### src/irs_pkg.sv
package irs_pkg;
    localparam int           WORD_W        = 14;
    localparam int           DATA_W        = 8;
    localparam int           ADDR_W        = 7;
    localparam int           PC_W          = 13;
    // opcode field, bits 13:8 of the word (top two bits zero)
    localparam logic [5:0]   OP_INCR       = 6'h0a;
    localparam logic [5:0]   OP_ROT_LEFT   = 6'h0d;
    localparam logic [5:0]   OP_ROT_RIGHT  = 6'h0c;
    localparam logic [13:0]  OP_SLEEP      = 14'h0063;
    localparam int           DEST_BIT      = 7;
    localparam logic [12:0]  IRQ_VECTOR    = 13'h0004;
    localparam logic [7:0]   WDOG_CLEAR    = 8'h00;
    localparam logic [7:0]   PRESC_CLEAR   = 8'h00;
    localparam logic [7:0]   ACC_RESET     = 8'h00;
    localparam logic [12:0]  PC_RESET      = 13'h0000;
endpackage : irs_pkg

### src/irs_file_ram.sv
`timescale 1ns/1ns
`default_nettype none
module irs_file_ram #(
    parameter int AW = 7,
    parameter int DW = 8
) (
    // clock
    input  wire logic          clk,
    // read port, registered data
    input  wire logic [AW-1:0] rd_addr,
    output logic      [DW-1:0] rd_data,
    // write port
    input  wire logic          wr_en,
    input  wire logic [AW-1:0] wr_addr,
    input  wire logic [DW-1:0] wr_data
);
    // contents start cleared so that the first read of any cell is defined
    logic [DW-1:0] mem [0:(1<<AW)-1] = '{default: '0};

    always_ff @(posedge clk)
    begin
        if (wr_en)
        begin
            mem[wr_addr] <= wr_data;
        end
    end

    always_ff @(posedge clk)
    begin
        rd_data <= mem[rd_addr];
    end
endmodule : irs_file_ram
`default_nettype wire

### src/irs_exec.sv
`timescale 1ns/1ns
`default_nettype none
// Operation
// RL1: word 00 1010 d fffffff adds one to the addressed file register.
// RL2: destination bit 0 writes the accumulator, 1 writes the file register.
// RL3: increment changes only zero flag; 0xff wraps to 0x00, sets zero.
// RL4: opcode 1101 rotates left through carry; bit 7 into carry.
// RL5: opcode 1100 rotates right through carry; bit 0 into carry.
// RL6: low-power instruction clears the sleep marker bit.
// RL7: low-power instruction sets the expiry flag together.
// RL8: low-power instruction zeroes watchdog counter and its prescaler.
// RL9: after low-power instruction the core sleeps, clock halted, until wake-up.
// RL10: any wake-up from sleep clears the watchdog counter.
// RL11: enabled interrupt wakes; with global enable, run next then vector 0004h.
// RL12: low-power instruction prefetches the word at the next address.
// RL13: each of these instructions takes one cycle and one word.
module irs_exec
    import irs_pkg::*;
(
    // clock and reset
    input  wire logic                        CLK,
    input  wire logic                        RESET,
    // fetched instruction
    input  wire logic [irs_pkg::WORD_W-1:0]  INSTR,
    input  wire logic                        INSTR_VALID,
    // wake-up interrupt, its vector enable and the watchdog tick (not counted in sleep)
    input  wire logic                        WAKE_IRQ,
    input  wire logic                        GLOBAL_IRQ_ENABLE,
    input  wire logic                        WDOG_TICK,
    // state
    output logic      [irs_pkg::DATA_W-1:0]  ACC,
    output logic                             CARRY,
    output logic                             ZERO,
    output logic                             SLEEP_MARKER_BIT,
    output logic                             EXPIRY_FLAG,
    output logic      [irs_pkg::DATA_W-1:0]  WATCHDOG_COUNTER,
    output logic      [irs_pkg::DATA_W-1:0]  WDOG_PRESCALER,
    output logic                             SLEEPING,
    output logic                             OSC_RUN,
    output logic      [irs_pkg::PC_W-1:0]    PC,
    output logic      [irs_pkg::PC_W-1:0]    FETCH_ADDR,
    output logic                             IRQ_TAKEN,
    output logic                             BUSY,
    // file register read back
    output logic      [irs_pkg::DATA_W-1:0]  FILE_RD_DATA
);
    import irs_pkg::*;

    ////////////////////////////////////////////////////////////////////////
    typedef enum logic [2:0] {
        ST_READ  = 3'b001,
        ST_EXEC  = 3'b010,
        ST_SLEEP = 3'b100
    } irs_state_t;

    irs_state_t              state;
    logic [WORD_W-1:0]       word;
    logic [DATA_W-1:0]       rd_data;
    logic [DATA_W-1:0]       result;
    logic                    next_carry;
    logic                    wr_file;
    logic                    is_incr;
    logic                    is_rl;
    logic                    is_rr;
    logic                    is_sleep;
    logic                    pend_vector;
    logic                    next_sleeping;

    assign is_incr  = (word[13:8] == OP_INCR);              // RL1
    assign is_rl    = (word[13:8] == OP_ROT_LEFT);          // RL4
    assign is_rr    = (word[13:8] == OP_ROT_RIGHT);         // RL5
    assign is_sleep = (word == OP_SLEEP);                   // RL6

    ////////////////////////////////////////////////////////////////////////
    // data path
    always_comb
    begin
        result     = rd_data;
        next_carry = CARRY;
        if (is_incr)
        begin
            result = rd_data + 8'h01;                       // RL1 RL3
        end
        else if (is_rl)
        begin
            result     = {rd_data[6:0], CARRY};             // RL4
            next_carry = rd_data[7];                        // RL4
        end
        else if (is_rr)
        begin
            result     = {CARRY, rd_data[7:1]};             // RL5
            next_carry = rd_data[0];                        // RL5
        end
    end

    assign wr_file = (state == ST_EXEC) && (is_incr || is_rl || is_rr) && word[DEST_BIT]; // RL2

    irs_file_ram #(
        .AW (ADDR_W),
        .DW (DATA_W)
    ) u_ram (
        .clk     (CLK),
        .rd_addr (INSTR[ADDR_W-1:0]),
        .rd_data (rd_data),
        .wr_en   (wr_file),
        .wr_addr (word[ADDR_W-1:0]),
        .wr_data (result)
    );

    ////////////////////////////////////////////////////////////////////////
    // sequencing: read cycle then execute cycle form one instruction cycle
    always_ff @(posedge CLK or posedge RESET)
    begin
        if (RESET)
        begin
            state <= ST_READ;
            word  <= '0;
        end
        else
        begin
            unique case (state)
                ST_READ:
                begin
                    if (INSTR_VALID)
                    begin
                        word  <= INSTR;
                        state <= ST_EXEC;                   // RL13
                    end
                end
                ST_EXEC:
                begin
                    state <= is_sleep ? ST_SLEEP : ST_READ; // RL9
                end
                ST_SLEEP:
                begin
                    if (WAKE_IRQ)
                    begin
                        state <= ST_READ;                   // RL11
                    end
                end
            endcase
        end
    end

    ////////////////////////////////////////////////////////////////////////
    // accumulator and flags
    always_ff @(posedge CLK or posedge RESET)
    begin
        if (RESET)
        begin
            ACC   <= ACC_RESET;
            CARRY <= 1'b0;
            ZERO  <= 1'b0;
        end
        else if (state == ST_EXEC)
        begin
            if ((is_incr || is_rl || is_rr) && !word[DEST_BIT])
            begin
                ACC <= result;                              // RL2
            end
            if (is_incr)
            begin
                ZERO <= (result == 8'h00);                  // RL3
            end
            if (is_rl || is_rr)
            begin
                CARRY <= next_carry;                        // RL4 RL5
            end
        end
    end

    ////////////////////////////////////////////////////////////////////////
    // power-down status and watchdog
    always_ff @(posedge CLK or posedge RESET)
    begin
        if (RESET)
        begin
            SLEEP_MARKER_BIT <= 1'b1;
            EXPIRY_FLAG      <= 1'b1;
            WATCHDOG_COUNTER <= WDOG_CLEAR;
            WDOG_PRESCALER   <= PRESC_CLEAR;
        end
        else if (state == ST_EXEC && is_sleep)
        begin
            SLEEP_MARKER_BIT <= 1'b0;                       // RL6
            EXPIRY_FLAG      <= 1'b1;                       // RL7
            WATCHDOG_COUNTER <= WDOG_CLEAR;                 // RL8
            WDOG_PRESCALER   <= PRESC_CLEAR;                // RL8
        end
        else if (state == ST_SLEEP && WAKE_IRQ)
        begin
            WATCHDOG_COUNTER <= WDOG_CLEAR;                 // RL10
            WDOG_PRESCALER   <= PRESC_CLEAR;
        end
        else if (WDOG_TICK && state != ST_SLEEP)
        begin
            WDOG_PRESCALER <= WDOG_PRESCALER + 8'h01;
            if (WDOG_PRESCALER == 8'hff)
            begin
                WATCHDOG_COUNTER <= WATCHDOG_COUNTER + 8'h01;
            end
        end
    end

    ////////////////////////////////////////////////////////////////////////
    // program counter, prefetch and interrupt vectoring
    always_ff @(posedge CLK or posedge RESET)
    begin
        if (RESET)
        begin
            PC          <= PC_RESET;
            FETCH_ADDR  <= PC_RESET;
            pend_vector <= 1'b0;
            IRQ_TAKEN   <= 1'b0;
        end
        else
        begin
            IRQ_TAKEN <= 1'b0;
            if (state == ST_EXEC)
            begin
                if (pend_vector)
                begin
                    PC          <= IRQ_VECTOR;              // RL11
                    FETCH_ADDR  <= IRQ_VECTOR;
                    pend_vector <= 1'b0;
                    IRQ_TAKEN   <= 1'b1;
                end
                else
                begin
                    PC         <= PC + 13'h0001;            // RL13
                    FETCH_ADDR <= PC + 13'h0001;            // RL12
                end
            end
            else if (state == ST_SLEEP && WAKE_IRQ && GLOBAL_IRQ_ENABLE)
            begin
                pend_vector <= 1'b1;                        // RL11
            end
        end
    end

    ////////////////////////////////////////////////////////////////////////
    // registered status outputs
    assign next_sleeping = (state == ST_EXEC && is_sleep) || (state == ST_SLEEP && !WAKE_IRQ);

    always_ff @(posedge CLK or posedge RESET)
    begin
        if (RESET)
        begin
            SLEEPING     <= 1'b0;
            OSC_RUN      <= 1'b1;
            BUSY         <= 1'b0;
            FILE_RD_DATA <= 8'h00;
        end
        else
        begin
            SLEEPING     <= next_sleeping;                  // RL9
            OSC_RUN      <= !next_sleeping;                 // RL9
            BUSY         <= (state == ST_READ && INSTR_VALID);
            FILE_RD_DATA <= rd_data;
        end
    end
endmodule : irs_exec
`default_nettype wire

### config.mk
export PLATFORM = sky130hd
export DESIGN_NAME = irs_exec
export DESIGN_NICKNAME = d
export VERILOG_FILES = /design/src/irs_pkg.sv /design/src/irs_file_ram.sv /design/src/irs_exec.sv
export SDC_FILE = /design/constraint.sdc
export NUM_CORES = 1
export LEC_CHECK = 0
export ABC_AREA = 1
export BUFFER_PORTS_ARGS = -buffer_cell sky130_fd_sc_hd__buf_4
export CAP_MARGIN = 20
export CORE_MARGIN = 1
export CORE_UTILIZATION = 40
export DETAILED_ROUTE_END_ITERATION = 8
export GPL_TIMING_DRIVEN = 0
export PLACE_DENSITY_LB_ADDON = 0.2
export SLEW_MARGIN = 15
export SYNTH_ARGS = -nofsm -noshare
export SYNTH_HDL_FRONTEND = slang
export SYNTH_SLANG_ARGS = --single-unit
export TNS_END_PERCENT = 10
### constraint.sdc
create_clock -name CLK -period 8.1 [get_ports CLK]
set_input_delay 1.215 -clock CLK [delete_from_list [all_inputs] [get_ports CLK]]
set_output_delay 1.215 -clock CLK [all_outputs]
set_load 0.05 [all_outputs]
Yosys cells after proc, flatten, opt, wreduce, memory -nomap -nowiden. Memories as Yosys holds them, arrays and structs flattened. A register that Yosys moved wholly into a read port is not among the register bits. Index checks and enable logic that the tools add are counted.

Output and inout bits: 66. RAM bits: 1024. Word-level logic and storage cells: 82. Register bits after elaboration: 70. Input bits: 20. Memories kept: 1.

Reductions and logical operators: 27. Bitwise gates (word level): 1. Equality and inequality tests: 11. Multiplexer cells: 23. $add $sub $neg: 4.

Memory list: u_ram.mem (words 128, width 8, read ports 1, clocked after memory_dff 1, wr ports 1, RTL line irs_file_ram.sv:18) `logic [DW-1:0] mem [0:(1<<AW)-1] = '{default: '0};`.

Operators by type and width (count): 2-to-1 mux 8 bit (10); adder 8 x 1 -> 8 bit (second input constant) (3); equality test 6 x 4 -> 1 bit (second input constant) (3); equality test 14 x 7 -> 1 bit (second input constant) (1); adder 13 x 1 -> 13 bit (second input constant) (1); 2-to-1 mux 13 bit (1); AND reduction 2 bit (5); logical AND 1 bit (9); 2-to-1 mux 3 bit (3); case mux 3 bit (3 select lines) (1); equality test 8 bit (second input constant) (1); zero test 8 bit (1); 2-to-1 mux 1 bit (8); nonzero test 3 bit (2); logical OR 1 bit (4); inequality test 2 bit (second input constant) (2); AND reduction 4 bit (1); nonzero test 2 bit (2); equality test 3 x 1 -> 1 bit (second input constant) (1); equality test 3 x 2 -> 1 bit (second input constant) (1); equality test 3 bit (second input constant) (1); zero test 1 bit (3); inequality test 3 bit (second input constant) (1); inverter 1 bit (1).

Logic depth before layout (Yosys ltp).
Depth after elaboration: 7. Depth in mapped cells: 14. Mapped depth without buffers: 11.

Modules after synthesis. Synthesis repeated with hierarchy kept, for this count alone.

Cells, all modules: 4040. Area, all modules: 45960.3 µm².

Modules (own cells, without submodules): irs_file_ram (instances 1, area each 42104.1 µm², cells an instance 3575); irs_exec (instances 1, area each 3856.2 µm², cells an instance 465).

Least setup slack after synthesis. Ideal clock, no wire load.

Path kind: register -> register. From: reg word[13]. To: mem u_ram.mem[0][0] (data pin). Period minus slack after synthesis: 7.208 ns. Data arrival time: 6.001 ns. Stages on the path, launching flop included: 5. Slack: 0.892 ns. Library setup time: 1.207 ns. Cell sequence: dfrtp_1 nor2_4 nand3_2 clkbuf_1 o21ai_0.

Cells in the longest elaborated chain, start to end: 4. Elaborated cells on any way between the ends: 6. Classes of those cells: 3 x eq/ne; 3 x mux.

RTL lines: from (decl) (RTL line irs_exec.sv:57) `logic [WORD_W-1:0] word;`; from (signal assigned) (RTL line irs_exec.sv:117) `word <= '0;`; from (signal assigned) (RTL line irs_exec.sv:126) `word <= INSTR;`; equality test 6 x 4 -> 1 bit (RTL line irs_exec.sv:71) `assign is_rr = (word[13:8] == OP_ROT_RIGHT);`; 2-to-1 mux 8 bit (RTL line irs_exec.sv:89) `else if (is_rr)`; 2-to-1 mux 8 bit (RTL line irs_exec.sv:84) `else if (is_rl)`; 2-to-1 mux 8 bit * (RTL line irs_exec.sv:80) `if (is_incr)`; via result[0] (RTL line irs_exec.sv:59) `logic [DATA_W-1:0] result;`; to (decl) (RTL line irs_file_ram.sv:18).

Mark *: on every way through the listed nets, which the timed path passes. The rest lies on a longest branch.

==> metrics.txt <==
count of max-cap constraint violations=0; vias per cell=5.46; Skew-Pair Late Insertion Delay=720 ps; type of the worst setup path=input pin to flop; number of inserted filler cells in the final layout=10.3k; initial core utilization=40.5%; area leader, netlist=sky130_fd_sc_hd__edfxtp_1; GRT Resource Usage Total=24.9%; drt total wl=146000 µm; CP Data Arrival Time=4210 ps; Worst Tran Pin Value=1140 ps; worst IR drop on VDD=0.205 mV; main area contributors after synthesis=sky130_fd_sc_hd__edfxtp_1 67%, sky130_fd_sc_hd__nand2_1 11%, sky130_fd_sc_hd__nand3_1 11%; endpoint type of the worst setup path=flop; clock slew at the register clock pins of the worst setup and hold paths=60 ps; met3 Use GR=5.36%; commonest register cell after synthesis=sky130_fd_sc_hd__edfxtp_1; Final Hold Vio Count=0; worst min-delay path category=flop to flop; endpoint of the most critical register-to-register path=u_ram.mem[82][5]; result of the run=complete, no violations; die extent in x=340 µm; area share of the largest cell type after synthesis=67.4%; worst r2r path cells=8; share of the clock period used by the worst path after layout=44.5%; post-layout total power=0.0143 W; standard-cell rows=123; signed area change from the synthesized netlist to the final layout=14.6%; Yosys reg bits=1102; iteration-0 DRC count of the detailed router=3781; number of warnings printed during yosys synthesis=0; required time at the endpoint of the critical path=8710 ps; number of clock sinks=1102; maximum level of the CTS H-tree=3; number of I/O pins=86; vias in the first global route=29.5k; syn_area_per_cell=11.3 µm²; clock tree from TritonCTS=done; Power per Cell Area=274 mW/mm²; Finish-stage setup viols=0; Post-CTS Hold Fix Bufs=0; Hold Slack=368 ps; number of antenna violations at the first check in global routing=6; GR peak layer=met2; area of the die=0.115 mm²; setup skew after layout=19.6 ps; Hold Path Depth=0; post-CTS setup buffer count=0; Synth cell types=47; area taken by multi-input logic gates=0.0115 mm²; number of design rule violations left after detail routing=0; unrepaired setup endpoints after global routing=no; number of antenna-violating nets in the routed design=0; Final Max Tran Viols=0; total vias in the final route=31.9k; fraction of final layout cells sized beyond drive strength 1=11.3%; TritonCTS buffer count=116; terminating pin of the worst hold path=FILE_RD_DATA[4]; share of flip-flops with an asynchronous set or reset after synthesis=6.35%; vertical extent of the die=340 µm; most common library cell in the layout ignoring fill and taps=sky130_fd_sc_hd__nand2_1; global routing met2 resource utilization=37.8%; commonest cells after routing, fill and taps aside=1312 x sky130_fd_sc_hd__nand2_1, 1024 x sky130_fd_sc_hd__edfxtp_1, 961 x sky130_fd_sc_hd__nand3_1; count of flip-flops with a built-in enable after synthesis=1024; Longest Clk Path Bufs=3; GRT Residual Overflow=0; wire length of the first global-routing pass=208000 µm; area of the core region=0.113 mm²; half-perimeter wire length of the detailed placement result=102000 µm; number of input and output port buffers inserted=79; maximum fanout encountered on the critical timing path=10; Syn Nets=4048; met1 track demand over resource=34.6%; Post-Synthesis Cell Area=0.0457 mm²; Achievable Freq=278 MHz; DRT Pass-1 Iters=8; reg-to-reg startpoint=word[13]; sequential area share after synthesis=71.6%; weighted congestion at the end of routability-driven global placement=0.988; number of gates given a new drive strength after cts=0; cells after synthesis=4024; min Tclk post-route=3600 ps; area used by sequential logic in the layout=0.0327 mm²; CP Launch Type=input pin; net count of the finished layout=4273; largest net degree at the start of global routing=69; CTS Root Buffer Type=sky130_fd_sc_hd__clkbuf_16; beginning of the worst hold path=u_ram.rd_data[4]; detail-routed net length per standard cell=25.0 µm; leakage power total=19.2 nW; Slew HR=23.9%; flop-to-flop setup slack=4560 ps
-- power breakdown --
group	leakage [nW]	internal (W)	switching, W	total, W
registers	10.2	0.00681	0.000132	0.00694
clock network	1.74	0.00283	0.00223	0.00507
logic	7.30	0.000531	0.00178	0.00231
-- metrics by stage --
step                instances  setup TNS (ps)  utilization (%)  worst slack, ps  instance area [µm²]
detailed placement       5629               0             43.2             3970                48800
global placement         5603        -1117330             42.7            -8700                48100
CTS                      5844               0             46.4             4630                52300
global route             5846               0             46.4             4520                52300
finish                   5849               0             46.4             4500                52300
floorplan                4024               0                -              892                45700
-- critical path, stage by stage --
cell and delay (ps):
sky130_fd_sc_hd__buf_4 130, sky130_fd_sc_hd__clkbuf_1 840, sky130_fd_sc_hd__buf_1 750, sky130_fd_sc_hd__nand3_1 280
sky130_fd_sc_hd__nand3_1 200, sky130_fd_sc_hd__nand2_1 250, sky130_fd_sc_hd__nand2_1 140, sky130_fd_sc_hd__nand3_1 80
sky130_fd_sc_hd__nand2_1 80, sky130_fd_sc_hd__nand2_1 50, sky130_fd_sc_hd__nand2_1 180
-- per-layer routing --
layer,wire (µm),share of wire (%),vias to the layer above
met3,13800,9.5,268
met1,60900,42,15628
met2,65200,45,1493
met5,61,0.042,-
li1,-,-,14522
met4,6000,4.1,12
-- cell usage after synthesis, drive strengths merged (8+ instances only) --
library cell,instances
dfxtp,8
nor2,185
buf,196
a21oi,19
nand3,971
dfrtp,67
clkbuf,58
nor3,11
inv,79
nand2,1325
edfxtp,1024
nand4,11
o21ai,37
-- how the worst max path moves through the flow --
| stage | to | cells after the start | slack (ps) | from |
|---|---|---|---|---|
| after global placement | u_ram.mem[66][0] | 4 | -8700 | word[13] |
| after floorplan | u_ram.mem[0][0] | 4 | 890 | word[13] |
| after global routing | u_ram.rd_data[5] | 11 | 4520 | INSTR[2] |
| after detailed placement | u_ram.rd_data[4] | 12 | 3970 | INSTR[2] |
| final | u_ram.rd_data[4] | 11 | 4500 | INSTR[2] |
| after CTS | u_ram.mem[83][5] | 8 | 4630 | word[13] |
-- registers in the layout, indices dropped and copies added (netlist names), 3 cells and up --
register / count
u_ram.rd_data: 8
WDOG_PRESCALER: 8
FETCH_ADDR: 13
FILE_RD_DATA: 8
WATCHDOG_COUNTER: 8
u_ram.mem: 1024
word: 14
state: 3
ACC: 8
-- cells by family (layout without fill, tap and decap cells) --
family / Yosys count / after routing / share of synthesized area [%]
compound gates: 67 / 67 / 0.809
xor+xnor: 8 / 8 / 0.153
fa+ha+maj: 4 / 4 / 0.110
buf+inv: 333 / 655 / 3.49
flops: 1102 / 1102 / 71.6
other cells: 1 / 4 / 0.00821
simple gates: 2509 / 2509 / 23.9
-- layout make-up --
| class | instances | share of cell area, % |
|---|---|---|
| timing repair buffer | 107 | 2.25 |
| sequential | 1102 | 62.4 |
| inverter | 79 | 0.591 |
| multi-input combinational | 2589 | 21.9 |
| clock inverter | 68 | 0.892 |
| tap | 1500 | 3.59 |
| buffer | 254 | 2.47 |
| antenna | 3 | 0.0143 |
| clock buffer | 147 | 5.89 |
No activity file was read; power rests on OpenSTA's default activity.
